<file path="src/rsc_defines.vh">
// Constants for the reset source capture block: register offsets,
// field positions, reset values and timing figures.
// Assumes a 50 MHz system clock and a Wishbone slave with byte addresses.
`ifndef RSC_DEFINES_VH
`define RSC_DEFINES_VH

// ****************************************
// Register byte offsets
// ****************************************
`define RSC_OFS_CAUSE 4'h0
`define RSC_OFS_IRQ_STATUS 4'h4
`define RSC_OFS_IRQ_MASK 4'h8
`define RSC_OFS_CONTROL 4'hC

// ****************************************
// Reset cause register fields
// ****************************************
`define RSC_PIN_RESET_BIT 0
`define RSC_POWER_ON_BIT 1
`define RSC_MISSING_CLOCK_BIT 2
`define RSC_WATCHDOG_CAUSE_FLAG 3
`define RSC_SOFTWARE_FORCE_BIT 4
`define RSC_COMPARATOR_RESET_BIT 5
`define RSC_CONVERT_START_RESET_BIT 6
`define RSC_CAUSE_W 7

// ****************************************
// Control register fields (read only)
// ****************************************
`define RSC_CTL_MCD_EN 0
`define RSC_CTL_SUPPLY_SEL 1
`define RSC_CTL_CMP_EN 2
`define RSC_CTL_CNV_EN 3
`define RSC_CTL_SYS_RESET 4
`define RSC_CTL_MON_PIN 5

// ****************************************
// Reset values
// ****************************************
`define RSC_FLAGS_RESET 7'h00
`define RSC_CAUSE_RESET 7'h02
`define RSC_IRQ_STATUS_RESET 7'h00
`define RSC_IRQ_MASK_RESET 7'h00
`define RSC_SUPPLY_SEL_RESET 1'h1

// ****************************************
// Timing
// ****************************************
`define RSC_CLK_PERIOD_NS 20
`define RSC_MCD_TIMEOUT_US 100
`define RSC_POR_DELAY_MS 100
`define RSC_PIN_EXIT_CYCLES 12
`define RSC_INT_HOLD_CYCLES 12

`endif

</file>
<file path="src/rsc_reset_source_capture.v">
// Reset source capture and system reset sequencer with a Wishbone register port.
// Assumes srst is the true power-on reset, wdtTimeout comes from logic on clk,
// and all other event inputs are asynchronous levels.
//
// Decided for this implementation: register access over Wishbone and the register addresses.
`timescale 1ns/1ps
`include "rsc_defines.vh"

// Functional notes
// [RULE1] Software force write of one starts internal reset, pin untouched; zero ignored.
// [RULE2] Software force flag reads one only after a software forced reset.
// [RULE3] Watchdog flag reads one only after a watchdog timeout reset.
// [RULE4] Missing clock bit write enables or disables the missing clock detector.
// [RULE5] Missing clock flag reads one only after a missing clock reset.
// [RULE6] Power-on bit write selects supply monitor as source when monitor pin enabled.
// [RULE7] Power-on flag set by power-on or supply monitor reset only.
// [RULE8] Software treats other flags as indeterminate when power-on flag reads one.
// [RULE9] Pin reset bit write of one forces power-on reset, drives pin low.
// [RULE10] Pin reset flag reads one only after an external pin reset.
// [RULE11] Enabled detector resets after system clock absent 100 to 500 us.
// [RULE12] After supply recovers, hold reset and pin low for about 100 ms.
// [RULE13] Stay in reset twelve cycles after pin release; then set pin flag.
// [RULE14] Bit 7 reserved; bits 6 and 5 enable and flag convert/comparator resets.
// [RULE15] Each reset leaves exactly one flag set; enables return to defaults.
module rsc_reset_source_capture #(
	parameter CNT_W = 24,
	parameter [CNT_W-1:0] POR_CYCLES = (`RSC_POR_DELAY_MS * 1000000) / `RSC_CLK_PERIOD_NS,
	parameter [CNT_W-1:0] MCD_CYCLES = (`RSC_MCD_TIMEOUT_US * 1000 + `RSC_CLK_PERIOD_NS - 1) / `RSC_CLK_PERIOD_NS
) (
	input wire clk,
	input wire srst,
	input wire wb_cyc_i,
	input wire wb_stb_i,
	input wire wb_we_i,
	input wire [3:0] wb_adr_i,
	input wire [3:0] wb_sel_i,
	input wire [31:0] wb_dat_i,
	output wire [31:0] wb_dat_o,
	output wire wb_ack_o,
	input wire wdtTimeout,
	input wire watchedClkToggle,
	input wire supplyLow,
	input wire supplyMonitorEnablePin,
	input wire convertStartInputN,
	input wire comparatorOutN,
	input wire rstPinIn,
	output wire rstPinOut,
	output wire rstPinOeN,
	output wire sysReset,
	output wire irq
);

	// ****************************************
	// States and local constants
	// ****************************************
	localparam ST_RUN = 2'b00;
	localparam ST_HOLD = 2'b01;
	localparam ST_RELEASE = 2'b10;
	localparam [CNT_W-1:0] PIN_EXIT = `RSC_PIN_EXIT_CYCLES;
	localparam [CNT_W-1:0] INT_HOLD = `RSC_INT_HOLD_CYCLES;
	localparam [CNT_W-1:0] CNT_ONE = 1;

	// ****************************************
	// Registers
	// ****************************************
	reg [1:0] stateReg;
	reg [CNT_W-1:0] cntReg;
	reg [CNT_W-1:0] mcdCntReg;
	reg [`RSC_CAUSE_W-1:0] causeReg;
	reg [`RSC_CAUSE_W-1:0] flagsReg;
	reg [`RSC_CAUSE_W-1:0] irqStatusReg;
	reg [`RSC_CAUSE_W-1:0] irqMaskReg;
	reg mcdEnReg;
	reg supplySelReg;
	reg cmpEnReg;
	reg cnvEnReg;
	reg sysResetReg;
	reg rstPinOeNReg;
	reg rstPinOutReg;
	reg irqReg;
	reg ackReg;
	reg [31:0] datReg;
	reg toggleSeenReg;

	// ****************************************
	// Input synchronisers
	// ****************************************
	wire [5:0] syncOut;
	wire toggleSync;
	wire monPinSync;
	wire supplyLowSync;
	wire pinSync;
	wire cnvSync;
	wire cmpSync;

	rsc_sync2 #(
		.WIDTH(6)
	) uSync (
		.clk(clk),
		.srst(srst),
		.din({watchedClkToggle, supplyMonitorEnablePin, ~supplyLow, rstPinIn, convertStartInputN, comparatorOutN}),
		.dout(syncOut)
	);

	assign toggleSync = syncOut[5];
	assign monPinSync = syncOut[4];
	assign supplyLowSync = ~syncOut[3];
	assign pinSync = syncOut[2];
	assign cnvSync = syncOut[1];
	assign cmpSync = syncOut[0];

	// ****************************************
	// Bus decode
	// ****************************************
	wire wbReq = wb_cyc_i & wb_stb_i;
	// Writes land on the edge where the master sees ack
	wire wbWrite = wbReq & wb_we_i & ackReg & wb_sel_i[0];
	wire causeWr = wbWrite & (wb_adr_i == `RSC_OFS_CAUSE);
	wire statusWr = wbWrite & (wb_adr_i == `RSC_OFS_IRQ_STATUS);
	wire maskWr = wbWrite & (wb_adr_i == `RSC_OFS_IRQ_MASK);
	wire swForce = causeWr & wb_dat_i[`RSC_SOFTWARE_FORCE_BIT]; // RULE1
	wire pinForce = causeWr & wb_dat_i[`RSC_PIN_RESET_BIT]; // RULE9

	// ****************************************
	// Reset sources
	// ****************************************
	wire pinLow = ~pinSync;
	wire supplyTrip = monPinSync & supplySelReg & supplyLowSync; // RULE6
	wire cnvTrip = cnvEnReg & ~cnvSync; // RULE14
	wire cmpTrip = cmpEnReg & ~cmpSync; // RULE14
	wire toggleEdge = toggleSync ^ toggleSeenReg;
	wire mcdTrip = mcdEnReg & (mcdCntReg >= MCD_CYCLES); // RULE11
	wire inRun = (stateReg == ST_RUN);

	// Level still holding the chip in reset for the latched cause
	reg srcActive;
	reg [CNT_W-1:0] holdLoad;
	always @* begin
		srcActive = 1'b0;
		holdLoad = INT_HOLD;
		if (causeReg[`RSC_POWER_ON_BIT]) begin
			srcActive = monPinSync & supplyLowSync; // RULE12
			holdLoad = POR_CYCLES;
		end else if (causeReg[`RSC_PIN_RESET_BIT]) begin
			srcActive = pinLow; // RULE13
			holdLoad = PIN_EXIT;
		end else if (causeReg[`RSC_COMPARATOR_RESET_BIT]) begin
			srcActive = ~cmpSync;
			holdLoad = PIN_EXIT;
		end else if (causeReg[`RSC_CONVERT_START_RESET_BIT]) begin
			srcActive = ~cnvSync;
			holdLoad = PIN_EXIT;
		end
	end

	// Entry decision in priority order; power class wins over all others
	reg enterReset;
	reg enterDrive;
	reg [`RSC_CAUSE_W-1:0] enterCause;
	reg [CNT_W-1:0] enterLoad;
	always @* begin
		enterReset = inRun;
		enterDrive = 1'b0;
		enterCause = `RSC_FLAGS_RESET;
		enterLoad = INT_HOLD;
		if (supplyTrip | pinForce) begin
			enterCause[`RSC_POWER_ON_BIT] = 1'b1; // RULE7
			enterDrive = 1'b1; // RULE9
			enterLoad = POR_CYCLES;
		end else if (pinLow) begin
			enterCause[`RSC_PIN_RESET_BIT] = 1'b1; // RULE10
			enterLoad = PIN_EXIT;
		end else if (mcdTrip) begin
			enterCause[`RSC_MISSING_CLOCK_BIT] = 1'b1; // RULE5
		end else if (wdtTimeout) begin
			enterCause[`RSC_WATCHDOG_CAUSE_FLAG] = 1'b1; // RULE3
		end else if (swForce) begin
			enterCause[`RSC_SOFTWARE_FORCE_BIT] = 1'b1; // RULE2
		end else if (cmpTrip) begin
			enterCause[`RSC_COMPARATOR_RESET_BIT] = 1'b1; // RULE14
			enterLoad = PIN_EXIT;
		end else if (cnvTrip) begin
			enterCause[`RSC_CONVERT_START_RESET_BIT] = 1'b1; // RULE14
			enterLoad = PIN_EXIT;
		end else begin
			enterReset = 1'b0;
		end
	end

	// ****************************************
	// Missing clock detector
	// ****************************************
	// Counts system cycles with no edge on the watched clock; disabled means cleared
	always @(posedge clk) begin
		if (srst) begin
			toggleSeenReg <= 1'b1;
			mcdCntReg <= {CNT_W{1'b0}};
		end else begin
			toggleSeenReg <= toggleSync;
			if (!mcdEnReg || toggleEdge) begin
				mcdCntReg <= {CNT_W{1'b0}}; // RULE4
			end else if (mcdCntReg < MCD_CYCLES) begin
				mcdCntReg <= mcdCntReg + CNT_ONE; // RULE11
			end
		end
	end

	// ****************************************
	// Reset sequencer
	// ****************************************
	reg exitReset;
	always @* begin
		exitReset = 1'b0;
		if (stateReg == ST_HOLD && !srcActive && cntReg <= CNT_ONE && rstPinOeNReg) begin
			exitReset = 1'b1;
		end else if (stateReg == ST_RELEASE && pinSync) begin
			exitReset = 1'b1;
		end
	end

	always @(posedge clk) begin
		if (srst) begin
			stateReg <= ST_HOLD;
			causeReg <= `RSC_CAUSE_RESET;
			cntReg <= POR_CYCLES;
			sysResetReg <= 1'b1;
			rstPinOeNReg <= 1'b0;
			rstPinOutReg <= 1'b0;
			flagsReg <= `RSC_FLAGS_RESET;
			mcdEnReg <= 1'b0;
			supplySelReg <= `RSC_SUPPLY_SEL_RESET;
			cmpEnReg <= 1'b0;
			cnvEnReg <= 1'b0;
		end else begin
			rstPinOutReg <= 1'b0;
			if (causeWr) begin
				mcdEnReg <= wb_dat_i[`RSC_MISSING_CLOCK_BIT]; // RULE4
				supplySelReg <= wb_dat_i[`RSC_POWER_ON_BIT]; // RULE6
				cmpEnReg <= wb_dat_i[`RSC_COMPARATOR_RESET_BIT]; // RULE14
				cnvEnReg <= wb_dat_i[`RSC_CONVERT_START_RESET_BIT]; // RULE14
			end
			case (stateReg)
				ST_RUN: begin
					if (enterReset) begin
						stateReg <= ST_HOLD;
						causeReg <= enterCause;
						cntReg <= enterLoad;
						sysResetReg <= 1'b1;
						rstPinOeNReg <= ~enterDrive; // RULE1
						// Enables return to defaults on every reset
						mcdEnReg <= 1'b0; // RULE15
						supplySelReg <= `RSC_SUPPLY_SEL_RESET;
						cmpEnReg <= 1'b0;
						cnvEnReg <= 1'b0;
					end
				end
				ST_HOLD: begin
					if (srcActive) begin
						cntReg <= holdLoad; // RULE12
					end else if (cntReg > CNT_ONE) begin
						cntReg <= cntReg - CNT_ONE; // RULE13
					end else if (!rstPinOeNReg) begin
						// Let the pin rise before leaving, so our own drive is not seen as a pin reset
						rstPinOeNReg <= 1'b1;
						stateReg <= ST_RELEASE;
					end
				end
				ST_RELEASE: stateReg <= ST_RELEASE;
				default: begin
					stateReg <= ST_HOLD;
					cntReg <= INT_HOLD;
				end
			endcase
			if (exitReset) begin
				stateReg <= ST_RUN;
				sysResetReg <= 1'b0;
				flagsReg <= causeReg; // RULE15
			end
		end
	end

	// ****************************************
	// Interrupt status and mask
	// ****************************************
	// A set in the same cycle as a write-one clear wins
	wire [`RSC_CAUSE_W-1:0] irqSet = exitReset ? causeReg : `RSC_IRQ_STATUS_RESET;
	wire [`RSC_CAUSE_W-1:0] irqClr = statusWr ? wb_dat_i[`RSC_CAUSE_W-1:0] : `RSC_IRQ_STATUS_RESET;

	always @(posedge clk) begin
		if (srst) begin
			irqStatusReg <= `RSC_IRQ_STATUS_RESET;
			irqMaskReg <= `RSC_IRQ_MASK_RESET;
			irqReg <= 1'b0;
		end else begin
			irqStatusReg <= (irqStatusReg & ~irqClr) | irqSet;
			if (maskWr) begin
				irqMaskReg <= wb_dat_i[`RSC_CAUSE_W-1:0];
			end
			irqReg <= |(irqStatusReg & irqMaskReg);
		end
	end

	// ****************************************
	// Wishbone slave
	// ****************************************
	// Every address answers, unmapped ones with zero, so a stray access never hangs
	reg [31:0] readMux;
	always @* begin
		readMux = 32'h0000_0000;
		case (wb_adr_i)
			`RSC_OFS_CAUSE: readMux = {25'h0000000, flagsReg}; // RULE14
			`RSC_OFS_IRQ_STATUS: readMux = {25'h0000000, irqStatusReg};
			`RSC_OFS_IRQ_MASK: readMux = {25'h0000000, irqMaskReg};
			`RSC_OFS_CONTROL: readMux = {26'h0000000, monPinSync, sysResetReg, cnvEnReg, cmpEnReg,
				supplySelReg, mcdEnReg};
			default: readMux = 32'h0000_0000;
		endcase
	end

	always @(posedge clk) begin
		if (srst) begin
			ackReg <= 1'b0;
			datReg <= 32'h0000_0000;
		end else begin
			ackReg <= wbReq & ~ackReg;
			if (wbReq & ~ackReg) begin
				datReg <= readMux;
			end
		end
	end

	// ****************************************
	// Outputs
	// ****************************************
	assign wb_ack_o = ackReg;
	assign wb_dat_o = datReg;
	assign rstPinOut = rstPinOutReg;
	assign rstPinOeN = rstPinOeNReg;
	assign sysReset = sysResetReg;
	assign irq = irqReg;

endmodule

</file>
<file path="src/rsc_sync2.v">
// Two flip-flop synchroniser, one lane per input bit.
// Assumes each input is a slow level from outside the clk domain.
`timescale 1ns/1ps

module rsc_sync2 #(
	parameter WIDTH = 6
) (
	input wire clk,
	input wire srst,
	input wire [WIDTH-1:0] din,
	output wire [WIDTH-1:0] dout
);

	// ****************************************
	// Per-bit synchroniser lanes
	// ****************************************
	genvar i;
	generate
		for (i = 0; i < WIDTH; i = i + 1) begin : g_lane
			reg meta_reg;
			reg stable_reg;
			// Reset to high: every watched input but the clock toggle idles high
			always @(posedge clk) begin
				if (srst) begin
					meta_reg <= 1'b1;
					stable_reg <= 1'b1;
				end else begin
					meta_reg <= din[i];
					stable_reg <= meta_reg;
				end
			end
			assign dout[i] = stable_reg;
		end
	endgenerate

endmodule
</file>
<file path="config.mk">
export PLATFORM = sky130hd
export DESIGN_NAME = rsc_reset_source_capture
export DESIGN_NICKNAME = d
export VERILOG_FILES = /design/src/rsc_reset_source_capture.v /design/src/rsc_sync2.v
export VERILOG_INCLUDE_DIRS = /design/src
export SDC_FILE = /design/constraint.sdc
export NUM_CORES = 1
export LEC_CHECK = 0
export ABC_AREA = 1
export BUFFER_PORTS_ARGS = -buffer_cell sky130_fd_sc_hd__buf_2
export CORE_AREA = 2 2 128 130
export DETAILED_ROUTE_END_ITERATION = 10
export DIE_AREA = 0 0 130 132
export GPL_TIMING_DRIVEN = 0
export HOLD_SLACK_MARGIN = 0.03
export PLACE_DENSITY = 0.64
export SYNTH_ARGS = -nofsm -noshare
export SYNTH_HDL_FRONTEND = slang
export SYNTH_SLANG_ARGS = --single-unit
</file>
<file path="constraint.sdc">
create_clock -name clk -period 4.1 [get_ports clk]
set_input_delay 0.41 -clock clk [delete_from_list [all_inputs] [get_ports clk]]
set_output_delay 0.41 -clock clk [all_outputs]
set_load 0.1 [all_outputs]
</file>
==> qor.yml <==
timing:
  clock.fmax_mhz: 513
  finalSetupViolCount: 0
  layout_min_cycle_time_ps: 1950
  rsz0062_at_grt: "no"
  finalSetupTns_ps: 0
  finalMaxSlewViolations: 0
  skew_ps: 8.37
  final_critical_path_share_of_the_clock_period_pct: 47.6
  worst_slew_margin_rel_pct: 49.2
  worst_pin_slew_ps: 762
  hold_viol_final: 0
routing:
  route.final.wire_length_um: 13200
  remaining_drc_errors: 0
  route.detailed.vias_per_inst: 4.66
  vias: 4987
  ant_nets: 0
  drtIter0Drc: 370
  drt_pass_1_iters: 5
  avgRoutedWirePerCell_um: 12.4
worst_setup_path:
  worstSetupPathType: "register to register"
  end_kind: "register"
  critPathArrivalTime_ps: 2200
  reg2reg_setup_slack_ps: 2150
  required_worst_endpoint_ps: 4350
  cp_common_cell: "sky130_fd_sc_hd__nand2_1"
  timing.critical_path.from_type: "register"
  timing.rr.end: "cntReg[14]$_SDFFE_PP1P_"
  r2r.worst_path.cells: 11
  crit_chain: "inv_1 -> ha_1 -> nand2_2 -> nor2_4 -> nand3_1 -> nand2_1 -> a21oi_2 -> nand2_4 -> buf_6 -> o21ai_1 -> nand2_1"
  reg2reg_from: "cntReg[0]$_SDFFE_PP0P_"
  crit_fanout: 10
  critical-path-top-delay-family: "simple AND/OR/NAND/NOR gates"
  crit_slowest_cell: "sky130_fd_sc_hd__dfxtp_1"
  cp_slowest_stage_delay_ps: 410
  worstPathBufferInverterCount: 2
placement:
  place_congestion: 0.873
  placed_cells: 1055
  dp_hpwl_um: 9890
  numPortBuffers: 33
floorplanning:
  rows: 46
  die-area_um2: 17200
  initial_utilization_pct: 34.6
  die_w_um: 130
  core_region_area_um2: 15700
  floorplan.die.height_um: 132
  io_pins: 89
grt:
  grt_overflow: 0
  grt_util_all_layers_pct: 15.7
  grt_start_max_net_pins: 19
  grt_pass1_vias: 4503
  grt_first_pass_wirelength_um: 21600
  antenna_found_initial: 0
synthesis:
  seq_area_frac_synth_pct: 39.1
  yosys_warnings: 0
  xor_xnor_portion_of_the_synthesized_cell_area_pct: 1.13
  synth-adder-area-share_pct: 1.61
  synth_compound_area_share_pct: 14.1
  netlist_instances: 781
  synth-edff-count: 0
  synthMuxAreaShare_pct: 0
  synth_async_sr_flop_share_pct: 0
  synth_cell_type_count: 41
  synth.cell_area_um2: 5430
  flip_flop_cell_with_the_highest_count_after_synthesis: "sky130_fd_sc_hd__dfxtp_1"
  postSynthRegisterBits: 106
  synth_top_family_by_area: "simple AND/OR/NAND/NOR gates"
  synth_simple_gate_area_share_pct: 32.1
  mean_post_synth_cell_area_um2: 6.95
clock_tree:
  clkSinkCount: 106
  clock_tree_from_tritoncts: "built"
  post_cts_setup_driven_buffer_insertion_count: 0
  worst_skew_pair.late_latency_ps: 360
  cts_buffers: 9
  cts_max_level: 3
  cts_root_buffer: "sky130_fd_sc_hd__clkbuf_16"
  clk_pin_slew_ps: 70
  hold_buffers: 0
  clock_path_buffers: 2
  cts.repair.resized: 0
hold_path:
  worstHoldPathCells: 2
  start_point_of_the_worst_min_delay_path: "watchedClkToggle"
  hold_path_end: "uSync.g_lane[5].meta_reg$_SDFF_PP1_"
  worstHoldPathType: "input port to register"
layout:
  finalNonFillerCells: 1071
  final_core_utilization_pct: 39.9
  post_route_cells_drive_above_1_share_pct: 15.9
  n_antenna_cell: 0
  area_overhead_of_the_layout_relative_to_synthesis_pct: 15.5
  biggestRegsByFlops: "cntReg x24, mcdCntReg x24"
  final_nets: 909
power:
  cellLeakagePower_uw: 0.00265
  powerDensity_nw_per_um2: 458
  worst_ir_drop_vdd_v: 0.000248
run_status:
  run_status: "finished clean"
job:
  max_cap_violation_count: 0
==> stage by stage <==
| step | cell area (µm²) | total power [µW] | setup slack (ps) | hold WS [ps] |
|---|---|---|---|---|
| CTS | 6270 | 2880 | 2160 | 225 |
| global route | 6270 | 3040 | 1950 | 219 |
| floorplan | 5520 | 1810 | 1800 | 389 |
| global placement | 5960 | 1970 | 2080 | 394 |
| finish | 6270 | 2870 | 2150 | 227 |
| detailed placement | 5960 | 1970 | 2090 | 394 |
==> routing by layer <==
metal / track usage, % / share of wire, % / up-vias
li1: - / - / 2608
met1: 21.0 / 49 / 2240
met2: 24.9 / 44 / 124
met3: 3.81 / 5.6 / 15
met4: 4.48 / 1.5 / 0
met5: 0 / 0 / -
==> power by group <==
part	internal [µW]	total, µW	switching [µW]
Combinational	230	778	547
Clock	498	913	415
Sequential	1100	1180	77.9
==> final cells by class <==
class,instances,area (µm²)
buffer,44,294
clock buffer,10,239
clock inverter,6,72.6
fill,1665,9440
inverter,94,353
multi-input combinational,562,2760
sequential,106,2120
tap,216,270
timing repair buffer,33,165
==> worst register-to-register path, stage by stage, from the launching register on <==
cell	delay, ps
sky130_fd_sc_hd__dfxtp_1	410
sky130_fd_sc_hd__inv_1	80
sky130_fd_sc_hd__ha_1	250
sky130_fd_sc_hd__nand2_2	120
sky130_fd_sc_hd__nor2_4	60
sky130_fd_sc_hd__nand3_1	80
sky130_fd_sc_hd__nand2_1	90
sky130_fd_sc_hd__a21oi_2	230
sky130_fd_sc_hd__nand2_4	150
sky130_fd_sc_hd__buf_6	180
sky130_fd_sc_hd__o21ai_1	130
sky130_fd_sc_hd__nand2_1	70
==> logic make-up (layout without fill, tap and decap cells) <==
group,Yosys count,in the layout
AO/OA/AOI/OAI,136,136
XOR/XNOR,7,7
adder cells (fa/ha/maj),7,7
buffers and inverters,138,187
flip-flops,106,106
other,1,26
AND/OR/NAND/NOR,386,386
==> cell usage after synthesis (all sizes together) (5+ instances only) <==
| cell | count | area [µm²] |
|---|---|---|
| o21ai | 51 | 255 |
| nand3 | 60 | 328 |
| or2 | 13 | 81.3 |
| o22ai | 15 | 93.8 |
| buf | 33 | 253 |
| nor2 | 105 | 449 |
| inv | 92 | 345 |
| a21oi | 57 | 315 |
| clkbuf | 11 | 41.3 |
| ha | 7 | 87.6 |
| dfxtp | 106 | 2120 |
| xnor2 | 5 | 43.8 |
| nand2 | 179 | 717 |
| nor3 | 11 | 55.1 |
| nand4 | 14 | 87.6 |
==> cells in the final DEF (no fill, tap or decap), types with 6 or more instances in the layout <==
cell	count
sky130_fd_sc_hd__a21oi_1	49
sky130_fd_sc_hd__a21oi_2	8
sky130_fd_sc_hd__buf_2	34
sky130_fd_sc_hd__buf_4	28
sky130_fd_sc_hd__clkbuf_1	11
sky130_fd_sc_hd__clkbuf_16	9
sky130_fd_sc_hd__conb_1	26
sky130_fd_sc_hd__dfxtp_1	106
sky130_fd_sc_hd__ha_1	7
sky130_fd_sc_hd__inv_1	87
sky130_fd_sc_hd__nand2_1	169
sky130_fd_sc_hd__nand2_2	6
sky130_fd_sc_hd__nand3_1	56
sky130_fd_sc_hd__nand4_1	14
sky130_fd_sc_hd__nor2_1	89
sky130_fd_sc_hd__nor2_2	13
sky130_fd_sc_hd__nor3_1	11
sky130_fd_sc_hd__o21ai_0	44
sky130_fd_sc_hd__o21ai_1	7
sky130_fd_sc_hd__o22ai_1	15
sky130_fd_sc_hd__or2_2	12
==> how the worst max path moves through the flow <==
stage	slack, ps	end	depth (start not counted)	start
5_1_grt	1950	cntReg[14]$_SDFFE_PP1P_	11	cntReg[0]$_SDFFE_PP0P_
4_1_cts	2160	cntReg[11]$_SDFFE_PP1P_	12	cntReg[0]$_SDFFE_PP0P_
2_1_floorplan	1800	cntReg[14]$_SDFFE_PP1P_	10	wb_ack_o$_SDFF_PP0_
6_report	2150	cntReg[14]$_SDFFE_PP1P_	11	cntReg[0]$_SDFFE_PP0P_
3_3_place_gp	2080	cntReg[3]$_SDFFE_PP0P_	11	wb_adr_i[0]
3_5_place_dp	2090	cntReg[3]$_SDFFE_PP0P_	11	wb_adr_i[0]
(Power assumes the default switching activity.)
